--- src/pkg/sbrx_pkg.sv ---
/*
  Shared constants and types for the single-wire brightness link:
  timing of the line, code width, reset values and the host's register map.
  Assumes one 40 MHz core clock on both ends.
*/
package sbrx_pkg;

  // ----------------------------------------------------------------
  // Clock and link timing
  // ----------------------------------------------------------------
  localparam int CLK_MHZ            = 40;
  localparam int LOW_PHASE_MIN_NS   = 500;
  localparam int HIGH_PHASE_MIN_NS  = 500;
  localparam int PHASE_MAX_US       = 40;
  localparam int BIT_PERIOD_MIN_US  = 2;
  localparam int BIT_PERIOD_MAX_US  = 53;
  localparam int IDLE_CLEAR_TIME_US = 100;
  // Least times round up
  localparam int LOW_PHASE_MIN_CYC  = (LOW_PHASE_MIN_NS * CLK_MHZ + 999) / 1000;
  localparam int IDLE_CLEAR_CYC     = IDLE_CLEAR_TIME_US * CLK_MHZ;
  localparam int CNT_W              = 13;

  // ----------------------------------------------------------------
  // Code word
  // ----------------------------------------------------------------
  localparam int CODE_W             = 5;
  localparam int BITCNT_W           = 3;
  localparam logic [BITCNT_W-1:0] CODE_BITS = 3'h5;
  localparam logic [CODE_W-1:0] CODE_RESET  = 5'h1F;
  localparam logic [CODE_W-1:0] CODE_ZERO   = 5'h00;
  localparam int LEVELS             = 32;

  // ----------------------------------------------------------------
  // Host registers (APB, byte addresses)
  // ----------------------------------------------------------------
  localparam logic [11:0] ADDR_CTRL    = 12'h000;
  localparam logic [11:0] ADDR_TIMING  = 12'h004;
  localparam logic [11:0] ADDR_STATUS  = 12'h008;
  localparam int CTRL_CODE_LSB         = 0;
  localparam int CTRL_GO_BIT           = 8;
  localparam int CTRL_EN_BIT           = 9;
  localparam int CTRL_EXTRA_LSB        = 12;
  localparam int STAT_BUSY_BIT         = 0;
  localparam logic [15:0] TIM_SHORT_RESET = 16'h0028;
  localparam logic [15:0] TIM_LONG_RESET  = 16'h0078;

  typedef enum {HS_IDLE, HS_LOW, HS_HIGH, HS_STOP, HS_GAP} sbrx_hstate_t;

endpackage : sbrx_pkg

--- src/pkg/sbrx_if.sv ---
/*
  Carrier of the single data wire and the turn-on pin between the host end
  and the receiving device. Host drives both; the device drives nothing.
*/
interface sbrx_if;
  logic data_line;
  logic turn_on;
  modport host_mp (output data_line, output turn_on);
  modport dev_mp  (input  data_line, input  turn_on);
endinterface : sbrx_if

--- src/rtl/sbrx_host.sv ---
/*
  Host end: an APB slave whose registers order one brightness word on the
  data line, with selectable phase timing, plus the turn-on pin.
  Assumes APB synchronous to CORE_CLK_I.
*/
// Design decisions made here: the APB register port and the placing of the registers.
module sbrx_host
  import sbrx_pkg::*;
(
  // Clock and reset
  input  wire logic        CORE_CLK_I,
  input  wire logic        ARST_N_I,
  // APB slave
  input  wire logic        PSEL_I,
  input  wire logic        PENABLE_I,
  input  wire logic        PWRITE_I,
  input  wire logic [11:0] PADDR_I,
  input  wire logic [31:0] PWDATA_I,
  output logic [31:0]      PRDATA_O,
  output logic             PREADY_O,
  output logic             PSLVERR_O,
  // Link
  sbrx_if.host_mp          link
);

  // ----------------------------------------------------------------
  // Registers
  // ----------------------------------------------------------------
  logic [CODE_W-1:0] code_reg;
  logic              en_reg;
  logic [2:0]        extra_reg;
  logic [15:0]       short_reg;
  logic [15:0]       long_reg;
  logic [31:0]       rdata_reg;
  logic              busy;
  logic              wr;
  logic              go;
  logic              hit;

  assign wr  = PSEL_I && PENABLE_I && PWRITE_I;
  assign hit = (PADDR_I == ADDR_CTRL) || (PADDR_I == ADDR_TIMING)
            || (PADDR_I == ADDR_STATUS);
  assign go  = wr && (PADDR_I == ADDR_CTRL) && PWDATA_I[CTRL_GO_BIT] && !busy;
  assign PREADY_O  = 1'b1;
  assign PSLVERR_O = PSEL_I && PENABLE_I && !hit;
  assign PRDATA_O  = rdata_reg;

  always_ff @(posedge CORE_CLK_I or negedge ARST_N_I)
  begin
    if (!ARST_N_I)
    begin
      code_reg  <= CODE_RESET;
      en_reg    <= 1'b0;
      extra_reg <= '0;
      short_reg <= TIM_SHORT_RESET;
      long_reg  <= TIM_LONG_RESET;
    end
    else if (wr && PADDR_I == ADDR_CTRL)
    begin
      en_reg    <= PWDATA_I[CTRL_EN_BIT];
      if (!busy)
      begin
        code_reg  <= PWDATA_I[CTRL_CODE_LSB +: CODE_W];
        extra_reg <= PWDATA_I[CTRL_EXTRA_LSB +: 3];
      end
    end
    else if (wr && PADDR_I == ADDR_TIMING && !busy)
    begin
      short_reg <= PWDATA_I[15:0];
      long_reg  <= PWDATA_I[31:16];
    end
  end

  always_ff @(posedge CORE_CLK_I or negedge ARST_N_I)
  begin
    if (!ARST_N_I)
      rdata_reg <= '0;
    else if (PSEL_I && !PENABLE_I && !PWRITE_I)
    begin
      case (PADDR_I)
        ADDR_CTRL:   rdata_reg <= {16'h0000, 1'b0, extra_reg, 2'h0, en_reg,
                                   1'b0, 3'h0, code_reg};
        ADDR_TIMING: rdata_reg <= {long_reg, short_reg};
        ADDR_STATUS: rdata_reg <= {31'h00000000, busy};
        default:     rdata_reg <= '0;
      endcase
    end
  end

  // ----------------------------------------------------------------
  // Line sequencer: low/high per bit, stop pulse, idle gap
  // ----------------------------------------------------------------
  sbrx_hstate_t      st_reg;
  logic [15:0]       tcnt_reg;
  logic [3:0]        nbit_reg;
  logic [7:0]        sh_reg;
  logic [3:0]        total;
  logic [15:0]       lowt;
  logic [15:0]       hight;

  assign busy  = (st_reg != HS_IDLE);
  assign total = 4'(CODE_BITS) + {1'b0, extra_reg};
  assign lowt  = sh_reg[0] ? short_reg : long_reg;
  assign hight = sh_reg[0] ? long_reg : short_reg;

  always_ff @(posedge CORE_CLK_I or negedge ARST_N_I)
  begin
    if (!ARST_N_I)
    begin
      st_reg   <= HS_IDLE;
      tcnt_reg <= '0;
      nbit_reg <= '0;
      sh_reg   <= '0;
    end
    else
    begin
      case (st_reg)
        HS_IDLE:
          if (go)
          begin
            sh_reg   <= {PWDATA_I[CTRL_EXTRA_LSB +: 3],
                         PWDATA_I[CTRL_CODE_LSB +: CODE_W]};
            nbit_reg <= '0;
            tcnt_reg <= '0;
            st_reg   <= HS_LOW;
          end
        HS_LOW:
          if (tcnt_reg + 16'h0001 >= lowt)
          begin
            tcnt_reg <= '0;
            st_reg   <= HS_HIGH;
          end
          else
            tcnt_reg <= tcnt_reg + 16'h0001;
        HS_HIGH:
          if (tcnt_reg + 16'h0001 >= hight)
          begin
            tcnt_reg <= '0;
            sh_reg   <= {1'b0, sh_reg[7:1]};
            nbit_reg <= nbit_reg + 4'h1;
            st_reg   <= (nbit_reg + 4'h1 >= total) ? HS_STOP : HS_LOW;
          end
          else
            tcnt_reg <= tcnt_reg + 16'h0001;
        HS_STOP:
          if (tcnt_reg + 16'h0001 >= short_reg)
          begin
            tcnt_reg <= '0;
            st_reg   <= HS_GAP;
          end
          else
            tcnt_reg <= tcnt_reg + 16'h0001;
        HS_GAP:
          if (tcnt_reg >= 16'(IDLE_CLEAR_CYC))
            st_reg <= HS_IDLE;
          else
            tcnt_reg <= tcnt_reg + 16'h0001;
        default:
          st_reg <= HS_IDLE;
      endcase
    end
  end

  always_ff @(posedge CORE_CLK_I or negedge ARST_N_I)
  begin
    if (!ARST_N_I)
    begin
      link.data_line <= 1'b1;
      link.turn_on   <= 1'b0;
    end
    else
    begin
      link.turn_on   <= en_reg;
      link.data_line <= !((st_reg == HS_IDLE && go) ||
                          (st_reg == HS_LOW && tcnt_reg + 16'h0001 < lowt) ||
                          (st_reg == HS_HIGH && tcnt_reg + 16'h0001 >= hight)
                          || (st_reg == HS_STOP
                              && tcnt_reg + 16'h0001 < short_reg));
    end
  end

endmodule : sbrx_host

--- src/flat_wrapper.sv ---
// flat-port wrapper written by rule: the top's interface ports become plain ports
module sbrx_host_flat import sbrx_pkg::*;
  (CORE_CLK_I, ARST_N_I, PSEL_I, PENABLE_I, PWRITE_I, PADDR_I, PWDATA_I, PRDATA_O, PREADY_O, PSLVERR_O, link_data_line, link_turn_on);
  sbrx_if link_i ();
  input  wire logic CORE_CLK_I;
  input  wire logic ARST_N_I;
  input  wire logic PSEL_I;
  input  wire logic PENABLE_I;
  input  wire logic PWRITE_I;
  input  wire logic [11:0] PADDR_I;
  input  wire logic [31:0] PWDATA_I;
  output logic [31:0] PRDATA_O;
  output logic PREADY_O;
  output logic PSLVERR_O;
  output wire logic [$bits(link_i.data_line)-1:0] link_data_line;
  output wire logic [$bits(link_i.turn_on)-1:0] link_turn_on;
  assign link_data_line = link_i.data_line;
  assign link_turn_on = link_i.turn_on;
  sbrx_host u_core (.CORE_CLK_I(CORE_CLK_I), .ARST_N_I(ARST_N_I), .PSEL_I(PSEL_I), .PENABLE_I(PENABLE_I), .PWRITE_I(PWRITE_I), .PADDR_I(PADDR_I), .PWDATA_I(PWDATA_I), .PRDATA_O(PRDATA_O), .PREADY_O(PREADY_O), .PSLVERR_O(PSLVERR_O), .link(link_i));
endmodule
--- config.mk ---
export PLATFORM = sky130hd
export DESIGN_NAME = sbrx_host_flat
export DESIGN_NICKNAME = d
export VERILOG_FILES = /design/src/pkg/sbrx_pkg.sv /design/src/pkg/sbrx_if.sv /design/src/rtl/sbrx_host.sv /design/src/flat_wrapper.sv
export SDC_FILE = /design/constraint.sdc
export NUM_CORES = 1
export LEC_CHECK = 0
export BUFFER_PORTS_ARGS = -buffer_cell sky130_fd_sc_hd__buf_2
export CAP_MARGIN = 10
export CORE_MARGIN = 3
export CORE_UTILIZATION = 50
export DETAILED_ROUTE_END_ITERATION = 8
export HOLD_SLACK_MARGIN = 0.02
export PLACE_DENSITY_LB_ADDON = 0.25
export SYNTH_ARGS = -nofsm -noshare
export SYNTH_HDL_FRONTEND = slang
export SYNTH_SLANG_ARGS = --single-unit
--- constraint.sdc ---
create_clock -name CORE_CLK_I -period 3.2 [get_ports CORE_CLK_I]
set_clock_uncertainty 0.1 [all_clocks]
set_input_delay 0.48 -clock CORE_CLK_I [delete_from_list [all_inputs] [get_ports CORE_CLK_I]]
set_output_delay 0.48 -clock CORE_CLK_I [all_outputs]
set_load 0.02 [all_outputs]
# After elaboration in Yosys (flattened, before gate mapping)
# Index checks and enable logic that the tools add are counted.
# W data, S select, Z words.
dict set report totals {
  output_inout_bits 36
  register_bits 135
  in_bits 49
  wordCells 96
}
dict set report classes {
  n_lt_le_gt_ge 7
  eq_ne 15
  n_addsub 3
  n_bitwise 2
  n_reduce_logical 35
  mux 22
}
# op count
set ops {}
lappend ops {{$mux W32} 5}
lappend ops {{$pmux W32 S5} 1}
lappend ops {{$mux W16} 7}
lappend ops {{$eq A32 B2 Y1 const B} 3}
lappend ops {{$eq A32 B3 Y1 const B} 3}
lappend ops {{$pmux W32 S3} 1}
lappend ops {{$pmux W16 S5} 1}
lappend ops {{$logic_not A32 Y1} 2}
lappend ops {{$ge A16 B16 Y1} 3}
lappend ops {{$eq A32 B1 Y1 const B} 1}
lappend ops {{$lt A16 B16 Y1} 2}
lappend ops {{$reduce_bool A32 Y1} 1}
lappend ops {{$add A16 B1 Y16 const B} 1}
lappend ops {{$ge A16 B12 Y1 const B} 1}
lappend ops {{$mux W8} 2}
lappend ops {{$pmux W8 S2} 1}
lappend ops {{$logic_and A1 B1 Y1} 14}
lappend ops {{$eq A12 B3 Y1 const B} 1}
lappend ops {{$eq A12 B4 Y1 const B} 1}
lappend ops {{$logic_not A12 Y1} 1}
lappend ops {{$ne A2 B1 Y1 const B} 5}
lappend ops {{$mux W4} 2}
lappend ops {{$pmux W4 S2} 1}
lappend ops {{$reduce_and A3 Y1} 2}
lappend ops {{other kinds (12)} 22}

# Logic depth before layout (Yosys ltp)
dict set report logic_depth {
  ltp_word 10
  ltp_mapped 13
  depth_no_buf 12
}

# Worst setup path after synthesis
# OpenSTA, ideal clock, no wires.
dict set report synth_timing {
  path_kind {reg-to-reg}
  from {reg u_core.tcnt_reg[0]}
  to {reg u_core.tcnt_reg[10]}
  path_stages_with_launch 14
  setup_ns 0.119
  synth_period_minus_slack_ns 3.504
  arrival_time_ns 3.285
  path_slack_ns -0.304
  path_buffers 1
  required_ns 2.981
  cell_sequence {dfrtp_1 > ha_1 > nand3_1 > nor2_1 > nand3_1 > xnor2_1 > ha_1 > nand4_1 > or3_4 > o41ai_4 > o32ai_1 > nor3b_4 > buf_6 > o21ai_2}
}
dict set report synth_via {
  elab_chain_len 4
  word_cells_on_any_way 12
  classes_between {1 x add/sub; 4 x order compare; 1 x eq/ne; 5 x mux; 1 x reduce/logical}
}
# item line
set synth_lines {}
lappend synth_lines {{from (decl)} sbrx_host.sv:94} ;# logic [15:0] tcnt_reg;
lappend synth_lines {{from (signal assigned)} sbrx_host.sv:134} ;# tcnt_reg <= tcnt_reg + 16'h0001;
lappend synth_lines {{from (signal assigned)} sbrx_host.sv:144} ;# tcnt_reg <= tcnt_reg + 16'h0001;
lappend synth_lines {{from (signal assigned)} sbrx_host.sv:152} ;# tcnt_reg <= tcnt_reg + 16'h0001;
lappend synth_lines {{$add A16 B1 Y16} -}
lappend synth_lines {{$ge A16 B16 Y1 (on tied branches)} {sbrx_host.sv:146, sbrx_host.sv:128, sbrx_host.sv:136}}
lappend synth_lines {{$mux W16 (on tied branches)} {sbrx_host.sv:146, sbrx_host.sv:128, sbrx_host.sv:136}}
lappend synth_lines {{$pmux W16 S5} sbrx_host.sv:117} ;# case (st_reg)
# Parallel ways exist; a longest one is shown, timed or not. The select of a mux whose other input is x is not followed.
# A chain may end at the register's enable or synchronous reset.

# Worst setup path in the final report
dict set report layout_timing {
  from {reg u_core.tcnt_reg[5]}
  to {reg u_core.tcnt_reg[10]}
}
# The elaborated chain is that of the path after synthesis.

==> results_dict.tcl <==
set metrics [dict create \
    combPwrFrac 0.032 \
    postCtsHoldBufs 0 \
    synth_warnings 0 \
    antenna_found_initial 0 \
    dr.pass1.iters 5 \
    largest_reg_flops 32 \
    wl_per_cell_um 17.61 \
    vias 5289 \
    synth_edf_count 0 \
    root_buffer "clkbuf_16" \
    drcViolationCount 0 \
    fin_util 0.6639 \
    io_buffers 83 \
    nNetsFinal 876 \
    grt_use_total 0.2377 \
    dieArea_sq_mm 0.01408 \
    synth_top_area_frac 0.3705 \
    path_class "flop to flop" \
    outcome "complete, but fails checks" \
    syn_avg_cell_area_sq_um 9.920 \
    row_count 40 \
    violations "negative setup slack" \
    hp-class "input port to async pin" \
    finalSetupViolCount 22 \
    p_sw_frac 0.2388 \
    end_kind "flop" \
    initial_core_util 0.5199 \
    wirelength_um 16620 \
    seq_power_share 0.532 \
    final_cells 944 \
    vias_per_cell 5.603 \
    place_area_sq_mm 0.007380 \
    switchingPower_mw 0.6014 \
    clkPwrFrac 0.436 \
    syn_nets 745 \
    final_area_sq_mm 0.008108 \
    insertion_delay_ns 0.36 \
    drv_slew 0 \
    synth_area_leaders "dfrtp_1 37%, ha_1 11%, nand2_1 5.7%, mux2_1 5.3%, dfstp_2 5.0%" \
    leakagePower_nw 3.766 \
    max-clock-path-buffers 2 \
    clk_pin_slew_worst_paths_ns 0.07 \
    grt_pass1_wl_um 26970 \
    antenna_left 0 \
    syn_inst 640 \
    holdWs_ns 0.1128 \
    rrSetupSlack_ns -0.15 \
    timing.rr.start "u_core.tcnt_reg[5]$_DFFE_PN0P_" \
    fill_cells 992 \
    drt_iter0_markers 209 \
    cts_tree "done" \
    cp_max_fo 5 \
    grt_pass1_vias 5473 \
    cp.arrival_ns 3.50 \
    numCtsBuffers 9 \
    dp_slack_ns -0.2032 \
    yosysTopAreaCell "dfrtp_1" \
    max-vdd-ir-drop_v 0.0003708 \
    top_usage_layer "met2" \
    fmax_mhz 298.2 \
    yosysSeqAreaShare 0.4202 \
    yosysUniqueCellTypes 55 \
    drive_above_1_share 0.3454 \
    diodes 0 \
    slew_headroom 0.4150 \
    coreArea_sq_mm 0.01221 \
    synth-async-reset-ratio 1.000 \
    totalPowerFinal_mw 2.518 \
    reg2regPathDepth 15 \
    worst_pin_slew_ns 0.8754 \
    min_period_ns 3.353 \
    dp.cells 915 \
    use_met1 0.2880 \
    synth_flop_cell "dfrtp_1" \
    ys_ff_latch 106 \
    final_common_cell "nand2_1" \
    p_int_mw 1.917 \
    crit_path_start "u_core.tcnt_reg[5]$_DFFE_PN0P_" \
    grt_max_degree 64 \
    synthesis.area_sq_mm 0.006349 \
    cp.required_ns 3.35 \
    hold_viol 0 \
    final_cell_mix "95 x nand2_1, 93 x dfrtp_1, 82 x buf_2, 61 x buf_4, 53 x ha_1" \
    fin_crit_sh 1.048 \
    fin_ws_ns -0.1534 \
    die_x_um 118.7 \
    overflow 0 \
    start_kind "flop" \
    cts_sinks 106 \
    use_met3 0.04067 \
    ios 85 \
    rsz0062_at_grt "true" \
    grt_util_met2 0.4227 \
    maxCapViolations 0 \
    dpl.hpwl_um 12310 \
    globalplace.congestion 0.8999 \
    p_per_area_mw_per_mm2 310.6 \
    reg2reg_to "u_core.tcnt_reg[10]$_DFFE_PN0P_" \
    htree_levels 3 \
    die_h_um 118.7 \
    syn_to_final_growth_pct 27.71 \
    setup_tns_ns -1.633 \
]
## worst max path at each step
stage,to,depth (start not counted),slack (ns)
final,u_core.tcnt_reg[10]$_DFFE_PN0P_,15,-0.15
after global routing,u_core.tcnt_reg[2]$_DFFE_PN0P_,15,-0.33
after CTS,u_core.tcnt_reg[0]$_DFFE_PN0P_,12,-0.08
after detailed placement,u_core.tcnt_reg[0]$_DFFE_PN0P_,14,-0.20
after global placement,u_core.tcnt_reg[0]$_DFFE_PN0P_,15,-0.13
after floorplan,u_core.tcnt_reg[10]$_DFFE_PN0P_,13,0.01
## power groups by stage
stage / clock, mW / sequential, mW / combinational, mW
6_report: 1.10 / 1.34 / 0.0810
3_5_place_dp: 0 / 1.37 / 0.0813
5_1_grt: 1.18 / 1.34 / 0.0911
2_1_floorplan: 0 / 1.37 / 0.0138
4_1_cts: 1.12 / 1.34 / 0.0813
3_3_place_gp: 0 / 1.37 / 0.0791
## logic make-up (layout without fill, tap and decap cells)
group,count (synthesis),after routing,share of synthesized area
AOI/OAI and AO/OA,132,132,0.1352
xor gates and xnor gates,21,21,0.02897
adders and majority gates,56,56,0.1104
buffers and inverters,61,197,0.03863
DFF,106,106,0.4202
muxes,72,72,0.1218
other,1,1,0.0005907
and+or+nand+nor,191,191,0.1443
## layout make-up
class	count	area (sq um)	area share
multi-input combinational	473	3829	0.4722
sequential	106	2669	0.3292
timing repair buffer	151	988.4	0.1219
clock buffer	9	225.2	0.02778
tap	168	210.2	0.02593
inverter	30	112.6	0.01389
clock inverter	7	73.82	0.009105
## routing by layer
metal | wire [um] | part of all wire
met1 | 6875 | 0.41
met2 | 8895 | 0.54
met3 | 512 | 0.031
met4 | 339 | 0.020
met5 | 0 | 0
## worst max-delay path: stages, from the launching register on
cell and delay (ns):
dfrtp_1 0.37, nand4_1 0.13, buf_4 0.17, nor2_4 0.14, nand4_1 0.22, xnor2_2 0.22, ha_1 0.31, nand4_1 0.11
or4_4 0.58, a31o_4 0.23, nand3_2 0.07, nor3b_4 0.18, buf_6 0.14, buf_6 0.09, buf_8 0.11, o21ai_2 0.07
## what timing repair did
action / in CTS / in global routing
cloned: 1 / 1
endpoints found under the setup margin: 28 / 32
buffers inserted: 3 / 10
resized for setup: 12 / 56
pin swaps: 2 / 22
## cell usage after synthesis (6+ instances only)
library cell  number
a21oi_1           29
a22oi_1            8
buf_1              7
clkbuf_1          18
dfrtp_1           94
dfstp_2           12
ha_1              56
inv_1             30
mux2_1            30
mux2_2            12
mux2i_1           30
nand2_1           97
nand2b_1           6
nand3_1           28
nand4_1           10
nor2_1            15
nor3_1             7
o21ai_0           44
o21ai_1            7
o21ai_2           11
o22ai_1            8
xnor2_1           13
xor2_1             8
Note: power is estimated with default switching activity, not from simulation.
